[src/hdl/dus_cfg.svh]
// Purpose: constants for the dac update control sequencer
// Assumes: core clock of 100 MHz
// Notes:   times are kept in their own unit, clear and reset cycle counts derive from them
`ifndef DUS_CFG_SVH
`define DUS_CFG_SVH
`define DUS_CLK_MHZ        100
`define DUS_CLEAR_TIME_US  35
`define DUS_RESET_TIME_US  270
`define DUS_CLEAR_CYCLES   (`DUS_CLEAR_TIME_US * `DUS_CLK_MHZ)
`define DUS_RESET_CYCLES   (`DUS_RESET_TIME_US * `DUS_CLK_MHZ)
`define DUS_CALC_CYCLES    16
`define DUS_XFER_CYCLES    8
`define DUS_SHIFT_W        24
`define DUS_CNT_W          16
`endif

[src/hdl/dus_pkg.sv]
// Purpose: types for the dac update control sequencer
// Assumes: constants come from dus_cfg.svh
// Notes:   states are one-hot
package dus_pkg;
    typedef enum logic [4:0] {
        DUS_IDLE  = 5'b00001,
        DUS_CALC  = 5'b00010,
        DUS_XFER  = 5'b00100,
        DUS_CLEAR = 5'b01000,
        DUS_RESET = 5'b10000
    } dus_state_t;

    typedef struct packed {
        logic serial_mode;
        logic i2c_mode;
        logic fifo_on;
    } dus_mode_t;
endpackage

[src/hdl/dus_seq.sv]
// Purpose: busy / load / clear / reset sequencing of a multichannel dac
// Assumes: all pins asynchronous to CLK; serial clock sampled by CLK
// Notes:   frame decode and transfer arithmetic live outside this block
`timescale 1ns/1ps
`include "dus_cfg.svh"

module dus_seq (
    input  wire logic         CLK,
    input  wire logic         RST_B,
    input  wire logic         RESET_PIN_B,
    input  wire logic         LOAD_OUTPUTS_N,
    input  wire logic         CLEAR_TO_CODE_N,
    input  wire logic         POWER_DOWN_IN,
    input  wire logic         FIFO_EN_IN,
    input  wire logic         INTERFACE_SELECT,
    input  wire logic         DATA_BIT_NINE,
    input  wire logic         DATA_BIT_TEN,
    input  wire logic         DATA_BIT_ELEVEN_IN,
    input  wire logic         WRITE_STROBE_N,
    input  wire logic         CHIP_SELECT_N,
    input  wire logic         PD_HIGH_Z_CFG,
    input  wire logic         ACK_PULL,
    output logic              DATA_BIT_ELEVEN_OUT,
    output logic              DATA_BIT_ELEVEN_OE,
    output logic              BUSY_N,
    output logic              HOST_IF_EN,
    output logic              REG_WRITE,
    output logic              DAC_LOAD_ALL,
    output logic              DAC_LOAD_CLEAR,
    output logic              DEFAULTS_LOAD,
    output logic              ANALOG_LOW_POWER,
    output logic              OUT_HIGH_Z,
    output logic              OUT_PULLDOWN,
    output logic              SERIAL_MODE,
    output logic              I2C_MODE,
    output logic              FIFO_ON,
    output logic [`DUS_SHIFT_W-1:0] SHIFT_WORD
);

    localparam logic [`DUS_CNT_W-1:0] CLEAR_CNT = `DUS_CNT_W'(`DUS_CLEAR_CYCLES);
    localparam logic [`DUS_CNT_W-1:0] RESET_CNT = `DUS_CNT_W'(`DUS_RESET_CYCLES);
    localparam logic [`DUS_CNT_W-1:0] CALC_CNT  = `DUS_CNT_W'(`DUS_CALC_CYCLES);
    localparam logic [`DUS_CNT_W-1:0] XFER_CNT  = `DUS_CNT_W'(`DUS_XFER_CYCLES);

    ////////////////////////////////////////////////////////////////////////////
    // pin synchronisers: first stage feeds only the second
    logic [10:0] sync1_r;
    logic [10:0] sync2_r;
    logic [10:0] prev_r;
    logic [10:0] pins;

    assign pins = {INTERFACE_SELECT, DATA_BIT_NINE, RESET_PIN_B, LOAD_OUTPUTS_N,
                   CLEAR_TO_CODE_N, POWER_DOWN_IN, DATA_BIT_TEN, DATA_BIT_ELEVEN_IN,
                   WRITE_STROBE_N, CHIP_SELECT_N, FIFO_EN_IN};

    // two-flop synchroniser plus edge history; reset to idle pin levels so
    // that no false edge or power-down blip follows reset
    always_ff @(posedge CLK or negedge RST_B) begin
        if (!RST_B) begin
            sync1_r <= 11'h1df;
            sync2_r <= 11'h1df;
            prev_r  <= 11'h1df;
        end else begin
            sync1_r <= pins;
            sync2_r <= sync1_r;
            prev_r  <= sync2_r;
        end
    end

    function automatic logic fell(input logic now_v, input logic was_v);
        fell = was_v & ~now_v;
    endfunction

    logic rst_fall;
    logic ld_fall;
    logic clr_fall;
    logic sclk_fall;
    logic wr_rise;
    assign rst_fall  = fell(sync2_r[8], prev_r[8]);
    assign ld_fall   = fell(sync2_r[7], prev_r[7]);
    assign clr_fall  = fell(sync2_r[6], prev_r[6]);
    assign sclk_fall = fell(sync2_r[4], prev_r[4]);
    assign wr_rise   = fell(prev_r[2], sync2_r[2]);

    ////////////////////////////////////////////////////////////////////////////
    // sequencer state
    dus_pkg::dus_state_t state_r;
    dus_pkg::dus_state_t state_nxt;
    logic [`DUS_CNT_W-1:0] cnt_r;
    logic                  ld_pend_r;
    logic                  spi_done_r;
    dus_pkg::dus_mode_t    mode_r;
    logic                  calc_req;
    logic                  cnt_done;
    logic                  idle;

    assign idle     = (state_r == dus_pkg::DUS_IDLE);
    assign cnt_done = (cnt_r == '0);

    // next state; reset has top priority, then clear, then loads, then calc
    always_comb begin
        state_nxt = state_r;
        unique case (state_r)
            dus_pkg::DUS_IDLE: begin
                if (clr_fall) begin
                    state_nxt = dus_pkg::DUS_CLEAR;
                end else if (ld_fall || ld_pend_r) begin
                    state_nxt = dus_pkg::DUS_XFER;
                end else if (calc_req) begin
                    state_nxt = dus_pkg::DUS_CALC;
                end
            end
            dus_pkg::DUS_CALC,
            dus_pkg::DUS_XFER,
            dus_pkg::DUS_CLEAR,
            dus_pkg::DUS_RESET: begin
                if (cnt_done) begin
                    state_nxt = dus_pkg::DUS_IDLE;
                end
            end
            default: state_nxt = dus_pkg::DUS_RESET;
        endcase
        if (rst_fall) begin
            state_nxt = dus_pkg::DUS_RESET;
        end else if (clr_fall && state_r != dus_pkg::DUS_RESET) begin
            state_nxt = dus_pkg::DUS_CLEAR;
        end
    end

    // power-on behaves as a reset sequence
    always_ff @(posedge CLK or negedge RST_B) begin
        if (!RST_B) begin
            state_r <= dus_pkg::DUS_RESET;
        end else begin
            state_r <= state_nxt;
        end
    end

    // duration counter loaded on state entry
    always_ff @(posedge CLK or negedge RST_B) begin
        if (!RST_B) begin
            cnt_r <= RESET_CNT - 1'b1;
        end else if (state_nxt != state_r) begin
            unique case (state_nxt)
                dus_pkg::DUS_CALC:  cnt_r <= CALC_CNT - 1'b1;
                dus_pkg::DUS_XFER:  cnt_r <= XFER_CNT - 1'b1;
                dus_pkg::DUS_CLEAR: cnt_r <= CLEAR_CNT - 1'b1;
                dus_pkg::DUS_RESET: cnt_r <= RESET_CNT - 1'b1;
                default:            cnt_r <= '0;
            endcase
        end else if (rst_fall || (clr_fall && state_r == dus_pkg::DUS_CLEAR)) begin
            cnt_r <= (state_r == dus_pkg::DUS_RESET) ? RESET_CNT - 1'b1 : CLEAR_CNT - 1'b1;
        end else if (!cnt_done) begin
            cnt_r <= cnt_r - 1'b1;
        end
    end

    // stored load; set wins except during reset
    always_ff @(posedge CLK or negedge RST_B) begin
        if (!RST_B) begin
            ld_pend_r <= 1'b0;
        end else if (state_r == dus_pkg::DUS_RESET || rst_fall) begin
            ld_pend_r <= 1'b0;
        end else if (ld_fall && (!idle || clr_fall)) begin
            ld_pend_r <= 1'b1;
        end else if (idle && state_nxt == dus_pkg::DUS_XFER) begin
            ld_pend_r <= 1'b0;
        end
    end

    ////////////////////////////////////////////////////////////////////////////
    // host write detection; strobe rise with select low
    // in serial mode the strobe pin has another job, so only parallel counts
    assign calc_req = (wr_rise & ~sync2_r[1] & ~mode_r.serial_mode) | spi_done_r;

    // registered outputs of the sequencer
    always_ff @(posedge CLK or negedge RST_B) begin
        if (!RST_B) begin
            BUSY_N         <= 1'b0;
            HOST_IF_EN     <= 1'b0;
            REG_WRITE      <= 1'b0;
            DAC_LOAD_ALL   <= 1'b0;
            DAC_LOAD_CLEAR <= 1'b0;
            DEFAULTS_LOAD  <= 1'b0;
        end else begin
            BUSY_N         <= (state_nxt == dus_pkg::DUS_IDLE);
            HOST_IF_EN     <= (state_nxt != dus_pkg::DUS_RESET);
            REG_WRITE      <= calc_req && state_r != dus_pkg::DUS_RESET;
            DAC_LOAD_ALL   <= (state_r == dus_pkg::DUS_XFER) && cnt_done;
            DAC_LOAD_CLEAR <= (state_r == dus_pkg::DUS_CLEAR) && cnt_done;
            DEFAULTS_LOAD  <= (state_r == dus_pkg::DUS_RESET) && cnt_done;
        end
    end

    ////////////////////////////////////////////////////////////////////////////
    // strap sampling after power-up, clear, reset
    always_ff @(posedge CLK or negedge RST_B) begin
        if (!RST_B) begin
            mode_r <= '0;
        end else if ((state_r == dus_pkg::DUS_RESET || state_r == dus_pkg::DUS_CLEAR)
                     && cnt_done) begin
            mode_r.serial_mode <= sync2_r[10];
            mode_r.i2c_mode    <= sync2_r[10] & sync2_r[9];
            mode_r.fifo_on     <= ~sync2_r[10] & sync2_r[0];
        end
    end
    assign SERIAL_MODE = mode_r.serial_mode;
    assign I2C_MODE    = mode_r.i2c_mode;
    assign FIFO_ON     = mode_r.fifo_on;

    always_ff @(posedge CLK or negedge RST_B) begin
        if (!RST_B) begin
            ANALOG_LOW_POWER <= 1'b0;
            OUT_HIGH_Z       <= 1'b0;
            OUT_PULLDOWN     <= 1'b0;
        end else begin
            ANALOG_LOW_POWER <= sync2_r[5];
            OUT_HIGH_Z       <= sync2_r[5] & PD_HIGH_Z_CFG;
            OUT_PULLDOWN     <= sync2_r[5] & ~PD_HIGH_Z_CFG;
        end
    end

    ////////////////////////////////////////////////////////////////////////////
    // spi shift on falling serial clock, power-down not gated
    logic [4:0] bit_cnt_r;
    logic       spi_on;
    assign spi_on = mode_r.serial_mode & ~mode_r.i2c_mode & HOST_IF_EN;

    always_ff @(posedge CLK or negedge RST_B) begin
        if (!RST_B) begin
            SHIFT_WORD <= '0;
            bit_cnt_r  <= '0;
            spi_done_r <= 1'b0;
        end else begin
            spi_done_r <= 1'b0;
            if (!spi_on) begin
                bit_cnt_r <= '0;
            end else if (sclk_fall) begin
                SHIFT_WORD <= {SHIFT_WORD[`DUS_SHIFT_W-2:0], sync2_r[3]};
                if (bit_cnt_r == 5'(`DUS_SHIFT_W - 1)) begin
                    bit_cnt_r  <= '0;
                    spi_done_r <= 1'b1;
                end else begin
                    bit_cnt_r <= bit_cnt_r + 5'h1;
                end
            end
        end
    end

    // i2c data pin only pulls low, sampled at scl speed
    always_ff @(posedge CLK or negedge RST_B) begin
        if (!RST_B) begin
            DATA_BIT_ELEVEN_OE <= 1'b0;
        end else if (!mode_r.i2c_mode || sclk_fall) begin
            DATA_BIT_ELEVEN_OE <= mode_r.i2c_mode & ACK_PULL & HOST_IF_EN;
        end
    end
    assign DATA_BIT_ELEVEN_OUT = 1'b0;

    ////////////////////////////////////////////////////////////////////////////
    // checks
    property p_reset_len;
        @(posedge CLK) disable iff (!RST_B)
        rst_fall |=> !BUSY_N [*8];
    endproperty
    a_reset_len: assert property (p_reset_len) else $error("busy rose too soon");
    property p_pend_run;
        @(posedge CLK) disable iff (!RST_B)
        (ld_pend_r && idle && !clr_fall && !rst_fall) |=> state_r == dus_pkg::DUS_XFER;
    endproperty
    a_pend_run: assert property (p_pend_run) else $error("stored load not run");
    property p_store;
        @(posedge CLK) disable iff (!RST_B)
        (ld_fall && state_r == dus_pkg::DUS_CALC && !rst_fall) |=> ld_pend_r;
    endproperty
    a_store: assert property (p_store) else $error("load not stored");
    property p_ignore;
        @(posedge CLK) disable iff (!RST_B)
        state_r == dus_pkg::DUS_RESET |=> !ld_pend_r;
    endproperty
    a_ignore: assert property (p_ignore) else $error("load kept in reset");
    property p_no_load_busy;
        @(posedge CLK) disable iff (!RST_B)
        DAC_LOAD_ALL |-> $past(state_r) == dus_pkg::DUS_XFER;
    endproperty
    a_no_load_busy: assert property (p_no_load_busy) else $error("stray dac load");

    property p_clear;
        @(posedge CLK) disable iff (!RST_B)
        (clr_fall && state_r != dus_pkg::DUS_RESET && !rst_fall) |=> !BUSY_N [*8];
    endproperty
    a_clear: assert property (p_clear) else $error("clear busy short");

    property p_open_drain;
        @(posedge CLK) disable iff (!RST_B)
        DATA_BIT_ELEVEN_OE |-> (DATA_BIT_ELEVEN_OUT == 1'b0 && I2C_MODE);
    endproperty
    a_open_drain: assert property (p_open_drain) else $error("sda driven high");

    property p_pd;
        @(posedge CLK) disable iff (!RST_B)
        $rose(sync2_r[5]) |=> ANALOG_LOW_POWER && (OUT_HIGH_Z != OUT_PULLDOWN);
    endproperty
    a_pd: assert property (p_pd) else $error("power-down not applied");

    property p_calc;
        @(posedge CLK) disable iff (!RST_B)
        (idle && calc_req && !clr_fall && !rst_fall && !ld_fall && !ld_pend_r)
            |=> !BUSY_N [*8];
    endproperty
    a_calc: assert property (p_calc) else $error("busy not low in calc");

endmodule

[config.mk]
export PLATFORM = sky130hd
export DESIGN_NAME = dus_seq
export DESIGN_NICKNAME = d
export VERILOG_FILES = /design/src/hdl/dus_pkg.sv /design/src/hdl/dus_seq.sv
export VERILOG_INCLUDE_DIRS = /design/src /design/src/hdl
export SDC_FILE = /design/constraint.sdc
export NUM_CORES = 1
export LEC_CHECK = 0
export ABC_AREA = 1
export BUFFER_PORTS_ARGS = -buffer_cell sky130_fd_sc_hd__buf_4
export CORE_MARGIN = 2
export CORE_UTILIZATION = 39
export CTS_CLUSTER_SIZE = 14
export DETAILED_ROUTE_END_ITERATION = 6
export GPL_TIMING_DRIVEN = 0
export PLACE_DENSITY = 0.57
export SLEW_MARGIN = 30
export SYNTH_ARGS = -nofsm -noshare
export SYNTH_HDL_FRONTEND = slang
export SYNTH_SLANG_ARGS = --single-unit
[constraint.sdc]
create_clock -name CLK -period 2.2 [get_ports CLK]
set_input_delay 0.22 -clock CLK [delete_from_list [all_inputs] [get_ports CLK]]
set_output_delay 0.22 -clock CLK [all_outputs]
set_load 0.03 [all_outputs]
; After elaboration in Yosys (flattened, before gate mapping)
; Cells that the tools add are included.
[classes]
add_sub_neg = 2
eq_ne = 16
mux = 21
bitwise = 26
n_reduce_logical = 21
[op_table]
columns = operator, count
row1 = case mux 15 bit (4 select lines), 1
row2 = 2-to-1 mux 16 bit, 3
row3 = 2-to-1 mux 5 bit, 9
row4 = logical NOT 16 bit, 1
row5 = subtractor 16 x 1 -> 16 bit (second input constant), 1
row6 = bitwise AND 1 bit, 15
row7 = == test 5 bit (second input constant), 3
row8 = 2-to-1 mux 15 bit, 1
row9 = == test 5 x 1 -> 1 bit (second input constant), 2
row10 = == test 5 x 2 -> 1 bit (second input constant), 2
row11 = == test 5 x 3 -> 1 bit (second input constant), 2
row12 = == test 5 x 4 -> 1 bit (second input constant), 2
row13 = inequality test 5 bit (second input constant), 2
row14 = inverter 1 bit, 10
row15 = case mux 5 bit (2 select lines), 1
row16 = logical AND 1 bit, 9
row17 = logical OR 1 bit, 6
row18 = 2-to-1 mux 1 bit, 6
row19 = adder 5 x 1 -> 5 bit (second input constant), 1
row20 = inequality test 5 bit, 1
row21 = OR reduction 4 bit, 1
row22 = inequality test 3 x 1 -> 1 bit (second input constant), 1
row23 = nonzero test 3 bit, 1
row24 = logical NOT 1 bit, 2
row25 = other kinds (3), 3
[totals]
regBits = 96
in_bits = 15
out_inout_bits = 38
elab_cells = 108

; Logic depth before layout (Yosys ltp)
; Gate-level depths: netlist of run 1.
[logic_depth]
ltp_word = 16
depth_mapped = 17
depth_no_buf = 17

; Least setup slack after synthesis of run 1
; OpenSTA, ideal clock, no wires.
[synth_timing]
path_kind = reg-to-reg
start = register cnt_r[0]
end = register cnt_r[3]
setup_time_ps = 126
t_arrival_ps = 2108
required_ps = 2074
setup_slack_ps = -34
path_stages_with_launch = 16
n_path_buf = 1
synth_period_minus_slack_ps = 2234
cell_sequence = dfstp_2 > inv_1 > ha_1 > nand2_1 > nor2_2 > nand2_1 > nand2_1 > o21ai_1 > nand2_1 > nand2_1 > nand2_1 > nor2_4 > nand3_4 > nor2_4 > buf_6 > a21oi_1
[synth_between]
elab_chain_len = 8
[synth_lines]
columns = item, line_no
row1 = from (decl), dus_seq.sv:89  ; logic [`DUS_CNT_W-1:0] cnt_r;
row2 = from (signal assigned), dus_seq.sv:142  ; cnt_r <= RESET_CNT - 1'b1;
row3 = from (signal assigned), dus_seq.sv:145  ; dus_pkg::DUS_CALC: cnt_r <= CALC_CNT - 1'b1;
row4 = from (signal assigned), dus_seq.sv:146  ; dus_pkg::DUS_XFER: cnt_r <= XFER_CNT - 1'b1;
row5 = logical NOT 16 bit, dus_seq.sv:98  ; assign cnt_done = (cnt_r == '0);
row6 = 2-to-1 mux 5 bit, dus_seq.sv:117  ; if (cnt_done) begin
row7 = case mux 5 bit (2 select lines), dus_seq.sv:103  ; unique case (state_r)
row8 = 2-to-1 mux 5 bit, dus_seq.sv:125  ; end else if (clr_fall && state_r != dus_pkg::DUS_RESET) begin
row9 = 2-to-1 mux 5 bit, dus_seq.sv:123  ; if (rst_fall) begin
row10 = "== test 5 bit, or another cell as far along", dus_seq.sv:144  ; unique case (state_nxt)
row11 = case mux 15 bit (4 select lines), dus_seq.sv:144
row12 = 2-to-1 mux 16 bit, dus_seq.sv:143  ; end else if (state_nxt != state_r) begin
; Parallel ways exist; a longest one is shown, timed or not. The select of a mux whose other input is x is not followed.
; A chain may end at the register's enable or synchronous reset.

; Worst setup path in the final report of run 1
[layout_timing]
start = register state_r[3]
end = register cnt_r[7]
[layout_between]
elab_chain_len = 9
[layout_lines]
columns = item, line_no
row1 = from (decl), dus_seq.sv:87  ; dus_pkg::dus_state_t state_r;
row2 = from (signal assigned), dus_seq.sv:133  ; state_r <= dus_pkg::DUS_RESET;
row3 = from (signal assigned), dus_seq.sv:135  ; state_r <= state_nxt;
row4 = branches (longest 9 deep; another with 2-to-1 mux 16 bit), n/a
; Several ways; the timed one is not identified.

==> results.md, run 1 <==
- Status: finished, violations left
- Failing checks: setup timing
- Cell Area, Synth: roughly 4100 sq um
- Critical Path Slowest Stage Cell: dfrtp_2
- Largest area contributor in the netlist: dfrtp_1
- Cell variety after synth: 34
- TritonCTS clock tree: done
- Max-cap violations: 0
- CTS sink cnt: 92
- Worst setup SP type: flop
- Die ar.: between 10000 and 15000 sq um
- Worst path max stage delay: between 0.4 and 0.5 ns
- Remaining DRCs: 0
- Yosys top cell area share: a little over a third
- Final hold vios: 0
- Initial antenna violation count: 0
- First-pass GRT wire length: roughly 16000 microns
- Avg Inst Size Synth: 8.82 sq um
- Post-Synthesis Cells: approximately 470
- Ratio of cells with drive above 1 in the final layout: a little under two fifths
- Diodes inserted: 0
- Asr flop ratio synth: between 90% and 100%
- Clock insertion delay at the later pin of the skew report: 0.36 ns
- WP data required: 2.45 ns
- Crit. End Element: flop
- Clk_skew: ~0.011 ns
- Most frequent cell after synthesis: nand2_1
- Multi-input gate area: 1780 sq um
- Cell Rows: 37
- CP Class: flop to flop
- Drt via density: around 4.9
- Drt initial violations: roughly 210
- Compound-gate portion of the synthesized area: about 6.5%
- Core Area: slightly above 10000 sq um
- Vias in the first global route: roughly 3400
- Total power: around 4.8 mW
- Max FO, Critical Path: 8
- Worst-Margin Slew: 0.815 ns
- Final Core Density: 54.5%
- Worst Setup Slack post-DPL: -0.345 ns
- Internal Pwr Total: about 3.2 mW
- Switching pwr: ~1.6 mW
- GPL Wtd Cong: between 0.8 and 0.9
- Synth Area in XOR/XNOR: 1.70%
- Area Growth Syn to Fin: 36.1%
- Yosys reg bits: slightly above 90
- Starting Density: around 40%
- Share of power burned in registers: between 40% and 50%
- Ports: 53
- Via count: around 3500
- Worst VDD drop: ~0.00047 V
- Grt total ovfl: 0
- Drt total wl: about 9600 microns
- TritonCTS Buffers: 9
- RSZ-0062 raised after global routing: yes
- Die X: between 100 and 150 microns
- Tmin final: around 2.3 ns
- Setup violators final: 16
- Synth Area in Adders: 0.608%
- Post-synthesis mux area share: 0%
- Post-synthesis simple-gate area fraction: between 20 and 30%
- Logic pwr share: between 30 and 40%
- Die height: 107 microns
- Most used cell, CP: nand2_2
- Final Cycle Share: 104%
- Hold Path Class: primary input to flop
- Highest clock rate: about 440 MHz
- Register area: 2350 sq um
- Fill cell count: between 900 and 1000
- Fin nets: around 600
- Largest net degree at the start of global routing: 93
- Clk pwr share: about 26%
- PwrDens: ~860 nW/um^2
- DR pass1 iterations: 6
- Number of enable flip-flop cells after synthesis: 0
- Synth warn: 0
- Dominant synthesized flop cell: dfrtp_1
- Largest family of logic cells by synthesized area: simple AND/OR/NAND/NOR gates
- GR Util All Layers: 17.3%
- Switching share of total power: 33.4%
- Synth top area cells: dfrtp_1 (36%), dfstp_2 (20%), nand2_1 (14%)
- Syn Nets: approximately 480
- Seq/Total Area, Yosys: around 57%
- CP arrival: 2.54 ns
- Synth top cells by count: nand2_1 (152), dfrtp_1 (60), inv_1 (43)
- Leakage: roughly 2.9 nW
- H-tree depth: 3
- Dpl hpwl: 5860 microns
- Slew HR: 45.6%
- Final ANT Viol Nets: 0
- CTS root buffer: clkbuf_8
- Port Buffers: 51
- Clock transition at the registers of the reported paths: 0.09 ns
- Setup slack after layout: -0.0890 ns
- Per-cell routed wire length: about 13 microns
- Slew Viols, Final: 0
- Clock buffer depth: 2
- CP cell instances: nor2_4, nand3_4, nand2_4, nand2_2, a21oi_4, buf_12, nand2_2, nand2_2, nand2_2, nor2_4, nand3_4, nor2_4, buf_6, a21oi_1
## layer usage
| layer | vias to the layer above | GRT usage (%) | routed length (microns) |
|---|---|---|---|
| met4 | 0 | 6.77 | 196 |
| met3 | 17 | 3.95 | 480 |
| met1 | 1690 | 22.7 | 4380 |
| met2 | 88 | 27.8 | 4580 |
| met5 | - | 0 | 0 |
| li1 | 1715 | - | - |
## worst paths after layout
check,to,cells after the start,start,slack (ns)
max in group asynchronous,state_r[3],2,RST_B,1.12
worst min-delay path,DATA_BIT_ELEVEN_OE,3,ACK_PULL,0.11
worst max register to register,cnt_r[7],14,state_r[3],-0.09
worst min register to register,sync2_r[10],0,sync1_r[10],0.35
min in group asynchronous,sync2_r[5],2,RST_B,0.48
worst max-delay path,cnt_r[7],14,state_r[3],-0.09
## state kept, by name (all words and copies together) (netlist names), 5 cells and up
name	cells
sync1_r	11
cnt_r	16
state_r	5
sync2_r	11
prev_r	6
SHIFT_WORD	24
bit_cnt_r	5
## critical path, delay by kind of cell, from the launching register on
family	cells	cell delay [ns]
and+or+nand+nor	10	1.22
AOI/OAI and AO/OA	2	0.19
buffers and inverters	2	0.29
DFF	1	0.46
## power groups by stage
stage | registers [mW] | clock network (mW) | logic, mW
after detailed placement | 2.03 | 0 | 1.11
after CTS | 2.00 | 1.29 | 1.33
after global routing | 2.03 | 1.37 | 1.72
after floorplan | 2.02 | 0 | 0.819
after global placement | 2.02 | 0 | 1.08
final | 2.01 | 1.25 | 1.56
## kinds of logic (layout without fill, tap and decap cells)
kind of cell,Yosys count,after routing
flops,92,92
xor+xnor,8,8
compound gates,48,48
fa+ha+maj,2,2
other cells,1,1
buf+inv,55,174
simple gates,261,262
## repair_timing
action,CTS,global route
setup endpoints to repair,37,37
setup buffers,20,18
endpoints found under the hold margin,72,0
gates cloned,2,1
resized for setup,37,39
pin swaps,18,21
hold buffers,13,0
## cell usage in the layout, fill, tap and decap left out, types with 3 or more instances in the layout
| cell type | count |
|---|---|
| clkbuf_1 | 6 |
| nor2_1 | 26 |
| dlygate4sd3_1 | 13 |
| o21ai_0 | 17 |
| clkbuf_8 | 9 |
| inv_2 | 3 |
| a21oi_1 | 13 |
| dfrtp_1 | 56 |
| nand2_1 | 135 |
| o31ai_1 | 3 |
| nand3_1 | 30 |
| buf_6 | 10 |
| nand3_4 | 4 |
| a21oi_2 | 6 |
| xor2_1 | 6 |
| nand3_2 | 6 |
| nor3_1 | 3 |
| inv_1 | 40 |
| nand4_1 | 10 |
| nand2_2 | 20 |
| buf_4 | 84 |
| nor2_2 | 9 |
| nor2_4 | 10 |
| dfrtp_2 | 4 |
| dfstp_2 | 32 |
| nand2_4 | 5 |
## metrics by stage
| step | cells | instance area [sq um] | hold slack [ns] | TNS [ns] |
|---|---|---|---|---|
| 2_1_floorplan | 467 | 4120 | -0.0756 | 0 |
| 3_3_place_gp | 654 | 4670 | 0.328 | -5.44 |
| 3_5_place_dp | 654 | 4680 | 0.329 | -6.55 |
| 4_1_cts | 704 | 5310 | 0.0978 | -0.581 |
| 5_1_grt | 723 | 5600 | 0.133 | -2.48 |
| 6_report | 723 | 5600 | 0.114 | -0.722 |
## cell type report
class	count	area share, %
plain buffers	9	1.00
clock buffers	10	2.28
clock inverters	6	1.56
inverters	45	3.13
multi-input cells	321	31.8
flip-flops and latches	92	41.9
well taps	136	3.04
repair buffers	104	15.3
Power figures use the tool's default switching activity.
==> run 2, diff against run 1 <==
CTS_BUF_LIST = sky130_fd_sc_hd__clkbuf_2 sky130_fd_sc_hd__clkbuf_4 sky130_fd_sc_hd__clkbuf_8   (was default)
==> results.md, run 2 (synthesis results as in run 1) <==
- Status: finished, violations left (unchanged)
- Failing checks: setup timing (unchanged)
- RSZ-0062 raised after global routing: yes (unchanged)
- Share of power burned in registers: 41.6% (was 41.7%)
- Diodes inserted: 0 (unchanged)
- CTS root buffer: clkbuf_8 (unchanged)
- Cell Rows: 37 (unchanged)
- Worst Setup Slack post-DPL: -0.345 ns (unchanged)
- Hold Path Class: primary input to flop (unchanged)
- GR Util All Layers: 17.3% (unchanged)
- PwrDens: 863 nW/um^2 (was 861 nW/um^2)
- DR pass1 iterations: 4 (was 6)
- Clock insertion delay at the later pin of the skew report: 0.36 ns (about the same)
- Grt total ovfl: 0 (unchanged)
- Port Buffers: 51 (unchanged)
- Crit path max-delay family: simple AND/OR/NAND/NOR gates (unchanged)
- CP cell instances: nor2_4, nand3_4, nand2_4, nand2_2, a21oi_4, buf_12, nand2_2, nand2_2, nand2_2, nor2_4, nand3_4, nor2_4, buf_6, a21oi_1 (unchanged)
- Area Growth Syn to Fin: 36.1% (about the same)
- Total power: 4.84 mW (was 4.83 mW)
- Register area: 2350 sq um (unchanged)
- Final Cell Area: 5610 sq um (was 5600 sq um)
- Hold endpoint: DATA_BIT_ELEVEN_OE (unchanged)
- H-tree depth: 3 (unchanged)
- WHS Path Cells: 3 (unchanged)
- Ports: 53 (unchanged)
- Non-filler cells in the finished layout: 723 (unchanged)
- Initial antenna violation count: 0 (unchanged)
- Highest clock rate: 436 MHz (was 437 MHz)
- WP data required: 2.45 ns (about the same)
- R2R setup slack: -0.09 ns (about the same)
- Vias in the first global route: 3372 (was 3370)
- Most frequent cells in the layout: nand2_1 (135), buf_4 (84), dfrtp_1 (56), inv_1 (40), dfstp_2 (32) (unchanged)
- Fin nets: 599 (unchanged)
- First-pass GRT wire length: 15600 microns (was 15700 microns)
- Die height: 107 microns (unchanged)
- Setup slack after layout: -0.0948 ns (was -0.0890 ns)
- Worst VDD drop: 0.000466 V (about the same)
- Slew HR: 45.8% (was 45.6%)
- Max reg flops: 24 (unchanged)
- Tmin final: 2.29 ns (about the same)
- Hold Path Origin: ACK_PULL (unchanged)
- Die X: 107 microns (unchanged)
- Multi-input gate area: 1780 sq um (unchanged)
- Largest net degree at the start of global routing: 93 (unchanged)
- Clk pwr share: 26.0% (was 25.9%)
- Max FO, Critical Path: 8 (unchanged)
- Core Area: 10300 sq um (unchanged)
- Ratio of cells with drive above 1 in the final layout: 37.5% (was 37.3%)
- Final ANT Viol Nets: 0 (unchanged)
- Drt total wl: 9660 microns (was 9640 microns)
- CP Class: flop to flop (unchanged)
- Logic pwr share: 32.4% (about the same)
- Clock buffer depth: 2 (unchanged)
- R2R depth: 14 (unchanged)
- Final Core Density: 54.6% (was 54.5%)
- Most used cell, CP: nand2_2 (unchanged)
- R2r endpoint: cnt_r[7] (unchanged)
- Inst Count DP: 654 (unchanged)
- Via count: 3487 (was 3510)
- Worst flop-to-flop path startpoint: state_r[3] (unchanged)
- Clock transition at the registers of the reported paths: 0.09 ns (about the same)
- Switching pwr: 1.61 mW (about the same)
- Setup TNS Final: -0.791 ns (was -0.722 ns)
- Die ar.: 11400 sq um (unchanged)
- Fill cell count: 942 (was 941)
- Crit. End Element: flop (unchanged)
- Largest Register: SHIFT_WORD (unchanged)
- Max-cap violations: 0 (unchanged)
- Internal Pwr Total: 3.23 mW (was 3.21 mW)
- CP arrival: 2.54 ns (about the same)
- GPL Wtd Cong: 0.843 (unchanged)
- Final hold vios: 0 (unchanged)
- Switching share of total power: 33.4% (about the same)
- Starting Density: 40.1% (unchanged)
- Worst setup SP type: flop (unchanged)
- Worst Path Buf+Inv: 2 (unchanged)
- Clk_skew: 0.0105 ns (was 0.0106 ns)
- Per-cell routed wire length: 13.4 microns (was 13.3 microns)
- Hold WS: 0.115 ns (was 0.114 ns)
- Critical Path Slowest Stage Cell: dfrtp_2 (unchanged)
- Worst-Margin Slew: 0.813 ns (was 0.815 ns)
- Final Cycle Share: 104% (about the same)
- TritonCTS clock tree: done (unchanged)
- Leakage: 2.90 nW (was 2.89 nW)
- Worst path max stage delay: 0.46 ns (about the same)
- Commonest non-fill, non-tap cell in the layout: nand2_1 (unchanged)
- Setup violators final: 15 (was 16)
- Dpl hpwl: 5860 microns (unchanged)
- TritonCTS Buffers: 9 (unchanged)
- CTS sink cnt: 92 (unchanged)
- Top Registers: SHIFT_WORD: 24 flops, cnt_r: 16 flops (unchanged)
- Drt via density: 4.82 (was 4.85)
- Drt initial violations: 224 (was 205)
- Cell Area, Placed: 4680 sq um (unchanged)
- Remaining DRCs: 0 (unchanged)
- Slew Viols, Final: 0 (unchanged)
## run 2: area by class of cell
| type | count | area share, % |
|---|---|---|
| Inverter | 45 | 3.12 |
| Clock inverter | 6 | 1.56 |
| Multi-Input combinational cell | 321 | 31.8 |
| Sequential cell | 92 | 41.9 |
| Clock buffer | 10 | 2.34 |
| Tap cell | 136 | 3.03 |
| Timing Repair Buffer | 104 | 15.3 |
| Buffer | 9 | 1.00 |
## run 2: power groups by stage
stage	combinational [mW]	clock (mW)	sequential [mW]
5_1_grt	1.72	1.38	2.03
4_1_cts	1.33	1.30	2.00
6_report	1.57	1.26	2.01
3_5_place_dp	1.11	0	2.03
2_1_floorplan	0.819	0	2.02
3_3_place_gp	1.08	0	2.02
## run 2: what timing repair did
item | 4_1_cts | 5_1_grt
endpoints found under the setup margin | 37 | 37
hold endpoints to repair | 72 | 0
resized for setup | 37 | 39
hold buffers | 13 | 0
cloned | 2 | 1
buffers inserted | 20 | 18
pin swaps | 18 | 21
## run 2: worst max path at each step
| stage | end | from | slack, ns | depth (start not counted) |
|---|---|---|---|---|
| after floorplan | cnt_r[3] | cnt_r[0] | 0.004 | 15 |
| after global placement | cnt_r[11] | cnt_r[0] | -0.32 | 14 |
| after detailed placement | cnt_r[8] | cnt_r[0] | -0.35 | 14 |
| after CTS | cnt_r[7] | state_r[1] | -0.07 | 13 |
| after global routing | cnt_r[3] | state_r[3] | -0.19 | 14 |
| final | cnt_r[7] | state_r[3] | -0.09 | 14 |
## run 2: worst register-to-register path: stages (launching register included)
cell	delay [ns]
dfrtp_2	0.46
nor2_4	0.27
nand3_4	0.15
nand2_4	0.11
nand2_2	0.06
a21oi_4	0.15
buf_12	0.15
nand2_2	0.06
nand2_2	0.08
nand2_2	0.06
nor2_4	0.15
nand3_4	0.14
nor2_4	0.15
buf_6	0.14
a21oi_1	0.04
## run 2: layer usage
metal	routed length (microns)	up-vias	global-route usage [%]
met2	4580	88	27.8
met3	497	17	3.95
met1	4390	1663	22.7
met4	198	0	6.77
met5	0	-	0
li1	-	1719	-
